### src/shared/sram_ctl_defines.svh
`ifndef SRAM_CTL_DEFINES_SVH
`define SRAM_CTL_DEFINES_SVH

`define CLK_PERIOD_NS        100
// least times in ns, rounded up to whole cycles, never below one
`define WRITE_PULSE_NS       10
`define WRITE_SETUP_NS       0
`define WRITE_RECOVERY_NS    0
`define WRITE_TO_FLOAT_NS    7
`define READ_ACCESS_NS       15
`define CEIL_CYC(t)          ((((t) + `CLK_PERIOD_NS - 1) / `CLK_PERIOD_NS) < 1 ? 1 : \
                              (((t) + `CLK_PERIOD_NS - 1) / `CLK_PERIOD_NS))
`define CNT_W                4
`define STROBE_OFF           1'b1
`define STROBE_ON            1'b0

`endif

### src/shared/sram_ctl_pkg.sv
package sram_ctl_pkg;
	typedef struct packed {
		logic        write;
		logic [17:0] addr;
		logic [15:0] wdata;
		logic [1:0]  lanes;
	} req_s;

	typedef struct packed {
		logic chip_sel_n;
		logic write_en_n;
		logic out_en_n;
		logic upper_byte_sel_n;
		logic lower_byte_sel_n;
	} strobes_s;
endpackage

### src/hdl/sram_ctl.sv
`timescale 1ns/100ps
`default_nettype none
`include "sram_ctl_defines.svh"

// Operation
// - address changes only while write enable or chip select is high
// - never drive write data while memory drives the data pins
// - write window begins when last of the strobes goes low
// - write window ends when first of the strobes returns high
module sram_ctl #(
	parameter int ADDR_W = 18,
	parameter int DATA_W = 16
) (
	input  wire logic                  ref_clk,
	input  wire logic                  sys_rst,
	input  wire logic                  req_valid,
	input  wire sram_ctl_pkg::req_s    req,
	output var  logic                  req_ready,
	output var  logic                  rsp_valid,
	output var  logic [DATA_W-1:0]     rsp_rdata,
	output var  logic [ADDR_W-1:0]     sram_addr,
	output var  sram_ctl_pkg::strobes_s strobes,
	input  wire logic [DATA_W-1:0]     data_pins_in,
	output var  logic [DATA_W-1:0]     data_pins_out,
	output var  logic [DATA_W-1:0]     data_pins_oe
);
	localparam logic [`CNT_W-1:0] PULSE_CYC = `CNT_W'(`CEIL_CYC(`WRITE_PULSE_NS));
	localparam logic [`CNT_W-1:0] SETUP_CYC = `CNT_W'(`CEIL_CYC(`WRITE_SETUP_NS));
	localparam logic [`CNT_W-1:0] RECOV_CYC = `CNT_W'(`CEIL_CYC(`WRITE_RECOVERY_NS));
	localparam logic [`CNT_W-1:0] FLOAT_CYC = `CNT_W'(`CEIL_CYC(`WRITE_TO_FLOAT_NS));
	localparam logic [`CNT_W-1:0] READ_CYC  = `CNT_W'(`CEIL_CYC(`READ_ACCESS_NS));

	typedef enum logic [2:0] {IDLE, W_SETUP, W_PULSE, W_RECOV, R_ACCESS, R_DONE} state_e;

	state_e                 state, next_state;
	logic [`CNT_W-1:0]      cnt, next_cnt;
	logic                   write_q, next_write_q;
	logic [1:0]             lanes_q, next_lanes_q;
	logic [DATA_W-1:0]      sync1, sync2;
	logic [DATA_W-1:0]      wdata_q, next_wdata_q;
	logic                   next_req_ready, next_rsp_valid;
	logic [DATA_W-1:0]      next_rsp_rdata, next_data_out, next_data_oe;
	logic [ADDR_W-1:0]      next_addr;
	sram_ctl_pkg::strobes_s next_strobes;

	function automatic logic [DATA_W-1:0] lane_mask(input logic [1:0] lanes);
		lane_mask = {{(DATA_W/2){lanes[1]}}, {(DATA_W/2){lanes[0]}}};
	endfunction

	always_comb begin
		next_state     = state;
		next_cnt       = cnt;
		next_write_q   = write_q;
		next_lanes_q   = lanes_q;
		next_req_ready = 1'b0;
		next_rsp_valid = 1'b0;
		next_rsp_rdata = rsp_rdata;
		next_addr      = sram_addr;
		next_data_out  = data_pins_out;
		next_data_oe   = data_pins_oe;
		next_strobes   = strobes;
		case (state)
			IDLE: begin
				next_strobes = '{`STROBE_OFF, `STROBE_OFF, `STROBE_OFF, `STROBE_OFF, `STROBE_OFF};
				next_data_oe = '0;
				if (req_valid && req_ready) begin
					// address moves only with write enable high; a read lowers chip select with it
					next_addr    = req.addr[ADDR_W-1:0];
					next_write_q = req.write;
					next_lanes_q = req.lanes;
					next_cnt     = SETUP_CYC;
					if (req.write) begin
						next_state = W_SETUP;
					end else begin
						next_state = R_ACCESS;
						// one more cycle covers the two-stage pin synchroniser
						next_cnt   = READ_CYC + `CNT_W'(1);
						// read: output enable with chip and byte selects
						next_strobes.chip_sel_n       = `STROBE_ON;
						next_strobes.out_en_n         = `STROBE_ON;
						next_strobes.upper_byte_sel_n = ~req.lanes[1];
						next_strobes.lower_byte_sel_n = ~req.lanes[0];
					end
				end else begin
					next_req_ready = 1'b1;
				end
			end
			W_SETUP: begin
				// output enable stays high so the memory floats; drive only then
				next_data_out = wdata_q;
				next_data_oe  = lane_mask(lanes_q);
				if (cnt <= `CNT_W'(1)) begin
					// write window opens: chip select, write enable and the selected byte selects fall together
					next_strobes.chip_sel_n       = `STROBE_ON;
					next_strobes.write_en_n       = `STROBE_ON;
					next_strobes.upper_byte_sel_n = ~lanes_q[1];
					next_strobes.lower_byte_sel_n = ~lanes_q[0];
					next_cnt   = PULSE_CYC;
					next_state = W_PULSE;
				end else begin
					next_cnt = cnt - `CNT_W'(1);
				end
			end
			W_PULSE: begin
				if (cnt <= `CNT_W'(1)) begin
					// write window closes: write enable rises first, data held
					next_strobes.write_en_n = `STROBE_OFF;
					next_cnt   = RECOV_CYC;
					next_state = W_RECOV;
				end else begin
					next_cnt = cnt - `CNT_W'(1);
				end
			end
			W_RECOV: begin
				next_strobes = '{`STROBE_OFF, `STROBE_OFF, `STROBE_OFF, `STROBE_OFF, `STROBE_OFF};
				if (cnt <= `CNT_W'(1)) begin
					next_data_oe   = '0;
					next_rsp_valid = 1'b1;
					next_state     = IDLE;
				end else begin
					next_cnt = cnt - `CNT_W'(1);
				end
			end
			R_ACCESS: begin
				if (cnt <= `CNT_W'(1)) begin
					next_state = R_DONE;
				end else begin
					next_cnt = cnt - `CNT_W'(1);
				end
			end
			R_DONE: begin
				// two-stage synchronised pins; unselected lanes read as zero
				next_rsp_rdata = sync2 & lane_mask(lanes_q);
				next_rsp_valid = 1'b1;
				next_strobes   = '{`STROBE_OFF, `STROBE_OFF, `STROBE_OFF, `STROBE_OFF, `STROBE_OFF};
				next_cnt       = FLOAT_CYC;
				next_state     = IDLE;
			end
			default: begin
				next_state = IDLE;
			end
		endcase
	end

	// write data is captured at acceptance so it stands through the window
	always_comb begin
		next_wdata_q = wdata_q;
		if (state == IDLE && req_valid && req_ready && req.write) begin
			next_wdata_q = req.wdata[DATA_W-1:0] & lane_mask(req.lanes);
		end
	end

	always_ff @(posedge ref_clk) begin
		sync1 <= data_pins_in;
		sync2 <= sync1;
		if (sys_rst) begin
			state         <= IDLE;
			cnt           <= '0;
			write_q       <= 1'b0;
			lanes_q       <= '0;
			req_ready     <= 1'b0;
			rsp_valid     <= 1'b0;
			rsp_rdata     <= '0;
			sram_addr     <= '0;
			wdata_q       <= '0;
			data_pins_out <= '0;
			data_pins_oe  <= '0;
			strobes       <= '{`STROBE_OFF, `STROBE_OFF, `STROBE_OFF, `STROBE_OFF, `STROBE_OFF};
		end else begin
			state         <= next_state;
			cnt           <= next_cnt;
			write_q       <= next_write_q;
			lanes_q       <= next_lanes_q;
			req_ready     <= next_req_ready;
			rsp_valid     <= next_rsp_valid;
			rsp_rdata     <= next_rsp_rdata;
			sram_addr     <= next_addr;
			wdata_q       <= next_wdata_q;
			data_pins_out <= next_data_out;
			data_pins_oe  <= next_data_oe;
			strobes       <= next_strobes;
		end
	end

	logic write_on;
	assign write_on = !strobes.chip_sel_n && !strobes.write_en_n
		&& (!strobes.upper_byte_sel_n || !strobes.lower_byte_sel_n);
endmodule // sram_ctl

`default_nettype wire

### config.mk
export PLATFORM = sky130hd
export DESIGN_NAME = sram_ctl
export DESIGN_NICKNAME = d
export VERILOG_FILES = /design/src/shared/sram_ctl_pkg.sv /design/src/hdl/sram_ctl.sv
export VERILOG_INCLUDE_DIRS = /design/src /design/src/shared
export SDC_FILE = /design/constraint.sdc
export NUM_CORES = 1
export LEC_CHECK = 0
export CAP_MARGIN = 5
export CELL_PAD_IN_SITES_DETAIL_PLACEMENT = 1
export CELL_PAD_IN_SITES_GLOBAL_PLACEMENT = 1
export CORE_AREA = 3 3 104 106
export DETAILED_ROUTE_END_ITERATION = 6
export DIE_AREA = 0 0 107 109
export DONT_BUFFER_PORTS = 1
export GPL_TIMING_DRIVEN = 0
export PLACE_DENSITY_LB_ADDON = 0.1
export SYNTH_ARGS = -nofsm -noshare
export SYNTH_HDL_FRONTEND = slang
export SYNTH_SLANG_ARGS = --single-unit
### constraint.sdc
create_clock -name ref_clk -period 1.56 [get_ports ref_clk]
set_input_delay 0.078 -clock ref_clk [delete_from_list [all_inputs] [get_ports ref_clk]]
set_output_delay 0.078 -clock ref_clk [all_outputs]
set_load 0.01 [all_outputs]
# Word-level counts from Yosys, hierarchy flattened
# Index checks and enable logic that the tools add are counted.
# Widths: inputs -> output; s select.
# totals
ff_bits,130
input_bits,56
out_inout_bits,73
wordCells,86
# classes
mux,28
n_eq_ne,11
n_bitwise,7
n_lt_le_gt_ge,1
reduce_logical,21
addsub,1
# op_table
op,count
$pmux 16 s3,1
$and 16x16->16,2
$mux 3,8
$mux 16,1
$pmux 4 s4,1
$pmux 3 s5,1
$mux 4,3
$ne 2x2->1 const B,6
$reduce_bool 3->1,3
$reduce_or 2->1,4
$eq 3x2->1 const B,2
$eq 3x3->1 const B,2
$mux 2,3
$pmux 1 s3,2
$pmux 2 s3,1
$reduce_and 2->1,3
$reduce_and 3->1,2
$mux 1,5
$not 1->1,5
$reduce_and 5->1,1
$le 4x1->1 const B,1
$logic_and 1x1->1,4
$pmux 1 s2,2
$reduce_bool 4->1,1
5 further kinds,5

# Depth between registers and ports, before layout
# Gate-level depths: netlist of run 1.
# depth
word_depth,4
ltp_mapped,8
mapped_depth_nobuf,7

# Worst setup path after synthesis of run 1
# No wires, ideal clock.
# synth_path
path_kind,reg-to-reg
start,reg cnt[0]
end,reg cnt[0]
path_buffers,0
t_required_ps,1469
path_stages_with_launch,8
period_less_slack_ps,1704
path_slack_ps,-144
setup_time_ps,91
arrival_ps,1613
cell_sequence,dfxtp_1 -> inv_1 -> ha_1 -> nor2_1 -> a211oi_1 -> nor3b_2 -> o22ai_1 -> a311oi_1
# synth_via
elab_chain_len,3
word_cells_on_any_way,7
cone_classes,add/sub (1); order compare (1); eq/ne (1); mux (3); reduce/logical (1)
# synth_rtl
element,line_no,rtl
"start, declared",sram_ctl.sv:36,"logic [`CNT_W-1:0] cnt, next_cnt;"
"start signal, assigned",sram_ctl.sv:171,cnt <= next_cnt;
$sub 4x1->4 or $le 4x1->1 (tied branches),n/a,
$mux 4 (tied with other cells),"sram_ctl.sv:116, sram_ctl.sv:125",
$pmux 4 s4 or $reduce_and 3->1 (tied branches),n/a,
# Several ways; a longest one is shown, not always the timed one. The select of a mux whose other input is x is not followed.
# A chain may end at the register's enable or synchronous reset.

# Worst setup path in the final report of run 1
# layout_path
start,reg state[0]
end,reg wdata_q[8]
# layout_via
elab_chain_len,4
# layout_rtl
element,line_no,rtl
"start, declared",sram_ctl.sv:35,"state_e state, next_state;"
"start signal, assigned",sram_ctl.sv:170,state <= next_state;
$logic_not 3->1,sram_ctl.sv:148,if (state == IDLE && req_valid && req_ready && req.write) begin
$logic_and 1x1->1 (3 in a row),sram_ctl.sv:148,
"end signal, assigned",sram_ctl.sv:178,wdata_q <= next_wdata_q;
"end, declared",sram_ctl.sv:40,"logic [DATA_W-1:0] wdata_q, next_wdata_q;"
# No other way between the ends.

==> summary.txt, run 1 <==
status: complete, but fails checks
failing checks: setup timing
r2r endpoint: wdata_q[8]$_SDFFE_PP0P_
Rows: 36
port bufs: 0
endpoints failing setup: 19
synth cell count leaders: 116 x dfxtp_1, 113 x nand2_1, 73 x a21oi_1, 35 x nand3_1, 21 x clkbuf_1
clk buf depth: 2
dpl cells: 592
Pwr Total: 10.2 mW
Max Cap Viol: 0
setup_tns: -825 ps
die width: 107 microns
leakage: 2.14 nW
Critical path origin: state[0]$_SDFFE_PP0P_
Ant. Diodes: 0
initial antenna violation count: 0
Post-DP HPWL: 7720 microns
final WL: 13,600 microns
crit path capture: wdata_q[8]$_SDFFE_PP0P_
Setup WS post-layout: -128 ps
Max transition margin: 53.8%
Synthesized Nets: 517
Yosys top cell area share: 57.4%
count leader, synth: dfxtp_1
WL/cell: 19.6 microns
Via Count: 3,629
critical path class: flop to flop
Num CTS Buffers: 17
Yosys reg bits: 116
layout cells sized above 1: 27.5%
Most used DFF post-synth: dfxtp_1
final hold violations: 0
Die Ht: 109 microns
Area Overhead vs Synth: 47.9%
cell accounting for the most synthesized area: dfxtp_1
Netlist cell types: 44
slowest CP cell: or3_4
DR iter-0 viols: 94
CTS tree: yes
Post-Layout Cell Count: 694
CP top delay family: simple AND/OR/NAND/NOR gates
FF-to-FF path depth: 6
CP cell instances: or3_4 -> nor2_4 -> and2_4 -> buf_8 -> nand3_2 -> a21oi_2
gr ovfl total: 0
CTS root buf: clkbuf_8
cell area after synthesis: 4050 sq um
drt first pass iters: 4
Final Wtd Congestion: 0.853
Least-Margin Pin Slew: 693 ps
Core Region: 9860 sq um
f_max: 0.592 GHz
reg2reg start: state[0]$_SDFFE_PP0P_
CP arrival: 2130 ps
GRT Total Usage: 22.6%
Hold WC Path Type: input port to flop
top cells by area, synth: dfxtp_1 57%, nand2_1 10%, a21oi_1 9.0%
Pwr per Cell Area: 1700 nW/um^2
largest net degree at the start of global routing: 17
slowest stage delay, CP: 420 ps
final worst path period share: 108%
Post-synth EDFFs: 0
clock skew: 6.91 ps
RSZ-0062 raised after global routing: yes
Clock Pin Slew Worst Setup and Hold Paths: 60 ps
io pins: 129
post-synthesis cell count: 459
Critical Path RT: 2000 ps
Max Slew Vio Count: 0
H-tree depth: 4
Buf/Inv on CP: 1
Worst setup EP type: flop
Die ar.: 11,700 sq um
worst reg2reg setup slack: -130 ps
instance count on the critical path: 6
fin nets: 607
starting density of the core: 41.0%
worst slack, placed: -394 ps
CTS sink cnt: 116
clk_lat worst skew: 520 ps
Async SR Flop Fraction: 0%
DRC violations left: 0
average size of a mapped cell: 8.82 sq um
Final min period: 1690 ps
WHS Path Cells: 1
vias in the first global route: 3,829
startpoint types: flop
Final ANT Viol Nets: 0
Synth Warn #: 0
Seq/Total Area, Yosys: 57.4%
first-pass GRT wire length: 20,100 microns
VDD IR max: 0.000937 V
CP Max Fanout: 5
via-per-instance ratio: 5.23
-- sequential cells by signal, indices dropped and copies added (netlist names), 3 cells and up --
signal	cells
wdata_q	16
state	3
cnt	4
sram_addr	18
sync2	16
rsp_rdata	16
data_pins_out	16
strobes	5
sync1	16
-- report_power, final --
group          internal (mW)  switching, mW
registers               3.22          0.274
clock network           2.67           1.38
logic                   1.18           1.45
-- logic make-up after synthesis --
logic type,count (synthesis),synth area share (%)
DFF,116,57.4
muxes,1,0.278
buffers and inverters,50,6.43
AOI/OAI and AO/OA,104,14.9
adders and majority gates,2,0.618
xor gates and xnor gates,2,0.433
and+or+nand+nor,184,19.9
-- stage by stage --
stage	hold slack (ps)	util [%]	area, sq um
6_report	101	60.7	5980
5_1_grt	82.4	60.7	5980
4_1_cts	-234	57.2	5650
3_5_place_dp	106	42.8	4230
3_3_place_gp	106	42.8	4230
2_1_floorplan	106	-	4060
-- what timing repair did --
item | 4_1_cts | 5_1_grt
pin swaps | 29 | 28
endpoints found under the hold margin | 64 | 19
cloned | 1 | 0
hold buffers | 53 | 2
setup buffers | 7 | 10
gates resized for setup | 57 | 67
setup endpoints to repair | 75 | 65
-- worst register-to-register path, delay by kind of cell (launching register included) --
family | cells | cell delay (ps)
DFF | 1 | 370
AOI/OAI and AO/OA | 1 | 200
buffers and inverters | 1 | 150
and+or+nand+nor | 4 | 900
-- final cells by class --
class                           instances  area (sq um)
Inverter                                6          25.0
Multi-Input combinational cell        293          1820
Sequential cell                       116          2340
Timing Repair Buffer                   73           718
Fill cell                            1049          3880
Clock inverter                         12           180
Buffer                                 42           298
Clock buffer                           19           442
Tap cell                              133           166
-- placed cells by master (no fill, tap or decap), types with 3 or more instances in the layout --
master and n:
a21oi_1 54, a21oi_2 19, buf_2 3, buf_4 31, buf_6 4, bufinv_16 4, clkbuf_1 11, clkbuf_16 16
clkbuf_4 4, clkbuf_8 6, clkinv_4 4, dfxtp_1 108, dfxtp_2 6, dlygate4sd3_1 55, inv_1 3, nand2_1 108
nand2_2 4, nand2b_1 5, nand3_1 20, nand3_2 8, nand3_4 7, nor2_1 9, nor2_4 5, o21ai_0 3
-- worst min path at each step --
stage                    start             endpoint  slack, ps
3_5_place_dp   data_pins_in[2]     sync1[2]$_DFF_P_        110
2_1_floorplan  data_pins_in[0]     sync1[0]$_DFF_P_        110
5_1_grt        data_pins_in[3]     sync1[3]$_DFF_P_         80
3_3_place_gp   data_pins_in[9]     sync1[9]$_DFF_P_        110
6_report       data_pins_in[1]     sync1[1]$_DFF_P_        100
4_1_cts                req[36]  cnt[1]$_SDFFE_PP0P_       -230
-- per-layer routing --
layer  track usage, %  share of wire [%]  vias up
met1             25.6                 39     1763
met3             7.70                6.3       16
met5                0                  0        -
met4             8.04                1.5        0
li1                 -                  -     1728
met2             39.8                 53      122
No activity file was read; power rests on OpenSTA's default activity.
==> run 2, diff against run 1 <==
ABC_AREA = 1   (was unset)
CORE_AREA = 3 3 106 108   (was 3 3 104 106)
DIE_AREA = 0 0 109 111   (was 0 0 107 109)
SLEW_MARGIN = 5   (was unset)
==> run 2 against run 1 <==
Against the previous run:
- the flow now finishes without violations
- critical path depth is 2 higher
- synthesized cell count increased by 5.0%
- routed wire length fell by 15%
- sequential share of layout area up 3.8 points
- combinational power shrank 7%
- via count is 4.4% lower
- setup slack improved by 220 ps
- count of clock-buffer cells in the layout grew 3
- critical path type unchanged
- critical endpoint is now cnt[1]$_SDFFE_PP0P_
- largest power group is now sequential cells
==> summary.txt, run 2 <==
fin util: 52.8%
most frequent cells in the layout: 119 x nand2_1, 111 x dfxtp_1, 78 x a21oi_1
layout cells sized above 1: 17.0%
CTS tree: yes
hold_ws: 35.3 ps
DR iter-0 viols: 151
Final Wtd Congestion: 0.760
H-tree depth: 4
cell area after synthesis: 4080 sq um
largest net degree at the start of global routing: 17
Die ar.: 12,100 sq um
Critical Path RT: 1980 ps
drt first pass iters: 4
max reg flops: 18
most frequent CP cell: inv_2
port bufs: 0
dpl cell area: 4250 sq um
endpoints failing setup: 0
Via Count: 3,469
xor/xnor share of the synthesized area: 0.214%
Pwr per Cell Area: 1730 nW/um^2
reg2reg start: cnt[0]$_SDFFE_PP0P_
starting density of the core: 39.6%
fin nets: 614
cell accounting for the most synthesized area: dfxtp_1
Max Cap Viol: 0
WHS Path Cells: 2
top cells by area, synth: dfxtp_1 57%, nand2_1 11%, a21oi_1 9.6%
Num CTS Buffers: 17
Post-Synth Simple-Gate Area: 22.9%
Netlist cell types: 28
fin area: 5450 sq um
slowest CP cell: dfxtp_4
io pins: 129
Max transition margin: 53.7%
first-pass GRT wire length: 19,000 microns
Least-Margin Pin Slew: 695 ps
Die Ht: 111 microns
die width: 109 microns
Post-synth EDFFs: 0
Compound-Gate Fraction of Synth Area: 11.7%
RSZ-0062 raised after global routing: yes
Final ANT Viol Nets: 0
largest family of logic cells by synthesized area: simple AND/OR/NAND/NOR gates
CTS sink cnt: 116
VDD IR max: 0.000860 V
final hold violations: 0
Hold WC Path Type: input port to flop
multiplexer share of the synthesized area: 0%
post-synthesis cell count: 482
Worst setup EP type: flop
CTS root buf: clkbuf_8
gr ovfl total: 0
Yosys top cell area share: 56.9%
synth cell count leaders: 123 x nand2_1, 116 x dfxtp_1, 78 x a21oi_1, 67 x nand3_1, 19 x buf_4
dpl cells: 618
CP top delay family: compound AO/OA/AOI/OAI gates
Synthesized Nets: 540
slowest stage delay, CP: 380 ps
most flop-heavy register: sram_addr
leakage: 2.07 nW
Rows: 37
f_max: 0.681 GHz
Area Overhead vs Synth: 33.4%
final worst path period share: 94.1%
Synth Warn #: 0
startpoint types: flop
Clock Pin Slew Worst Setup and Hold Paths: 60 ps
Core Region: 10,300 sq um
Max Slew Vio Count: 0
count leader, synth: nand2_1
initial antenna violation count: 0
worst reg2reg setup slack: 90 ps
CP cell instances: inv_2 -> ha_4 -> o21ai_4 -> inv_2 -> a21oi_4 -> buf_4 -> nand2_1 -> a21oi_1
Seq/Total Area, Yosys: 56.9%
via-per-instance ratio: 4.92
WL/cell: 16.4 microns
r2r endpoint: cnt[1]$_SDFFE_PP0P_
Yosys reg bits: 116
Post-DP HPWL: 7730 microns
vias in the first global route: 3,675
Async SR Flop Fraction: 0%
Most used DFF post-synth: dfxtp_1
post-synthesis adder-cell area fraction: 0.613%
average size of a mapped cell: 8.47 sq um
DRC violations left: 0
Buf/Inv on CP: 3
status: completed
CP arrival: 1890 ps
Final min period: 1470 ps
Hold Startpoint: sys_rst
WHS Endpoint: data_pins_out[0]$_SDFFE_PP0P_
CP Max Fanout: 4
clk_lat worst skew: 500 ps
Ant. Diodes: 0
commonest non-fill, non-tap cell in the layout: nand2_1
critical path class: flop to flop
final WL: 11,600 microns
clock skew: 7.68 ps
clk buf depth: 2
GRT Total Usage: 20.0%
FF-to-FF path depth: 8
Post-Layout Cell Count: 705
## run 2: timing repair
| action | in CTS | in global routing |
|---|---|---|
| pin swaps | 2 | 4 |
| endpoints found under the setup margin | 18 | 52 |
| setup buffers | 1 | 1 |
| gates resized for setup | 10 | 29 |
| hold endpoints to repair | 70 | 0 |
| hold buffers | 53 | 0 |
## run 2: per-layer routing
| metal | GRT usage [%] | share of wire, % | wire, microns | up-vias |
|---|---|---|---|---|
| met2 | 31.5 | 48 | 5560 | 102 |
| met1 | 25.4 | 43 | 5000 | 1627 |
| met4 | 6.40 | 1.2 | 137 | 0 |
| li1 | - | - | - | 1729 |
| met5 | 0 | 0 | 0 | - |
| met3 | 6.76 | 7.8 | 899 | 11 |
## run 2: worst max-delay path by stage
stage	slack, ps	startpoint	end	cells after the start
final	90	cnt[0]$_SDFFE_PP0P_	cnt[1]$_SDFFE_PP0P_	8
after global routing	-50	cnt[0]$_SDFFE_PP0P_	cnt[1]$_SDFFE_PP0P_	10
after CTS	8	state[2]$_SDFFE_PP0P_	strobes[3]$_SDFFE_PP1P_	7
after detailed placement	-340	cnt[0]$_SDFFE_PP0P_	cnt[3]$_SDFFE_PP0P_	8
after global placement	-290	cnt[0]$_SDFFE_PP0P_	data_pins_oe[14]$_SDFFE_PP0P_	7
after floorplan	60	cnt[0]$_SDFFE_PP0P_	cnt[3]$_SDFFE_PP0P_	8
## run 2: cell type report
cell class | count | area, sq um
repair buffers | 55 | 549
fillers | 1220 | 4880
plain buffers | 40 | 245
inverters | 20 | 82.6
well taps | 136 | 170
multi-input cells | 306 | 1520
clock inverters | 10 | 73.8
flip-flops and latches | 116 | 2330
clock buffers | 22 | 473
## run 2: cell families after synthesis
kind of cell	Yosys count
adder cells (fa/ha/maj)	2
flip-flops	116
buffers and inverters	60
AO/OA/AOI/OAI	93
XOR/XNOR	1
AND/OR/NAND/NOR	210
## run 2: worst register-to-register path, stage by stage (launching register included)
cell	delay, ps
dfxtp_4	380
inv_2	60
ha_4	170
o21ai_4	210
inv_2	100
a21oi_4	180
buf_4	130
nand2_1	50
a21oi_1	100
## run 2: per-stage QoR
stage | TNS [ps] | power (mW) | worst slack [ps]
6_report | 0 | 9.45 | 92.6
3_5_place_dp | -2770 | 5.56 | -338
4_1_cts | 0 | 9.29 | 7.62
5_1_grt | -108 | 10.1 | -48.4
2_1_floorplan | 0 | 5.01 | 56.4
3_3_place_gp | -2120 | 5.49 | -289
## run 2: report_power, final
group	leakage [nW]	switching [mW]	internal [mW]
clock network	0.256	1.34	2.12
logic	0.860	1.57	0.882
registers	0.952	0.281	3.24
total	2.07	3.20	6.25
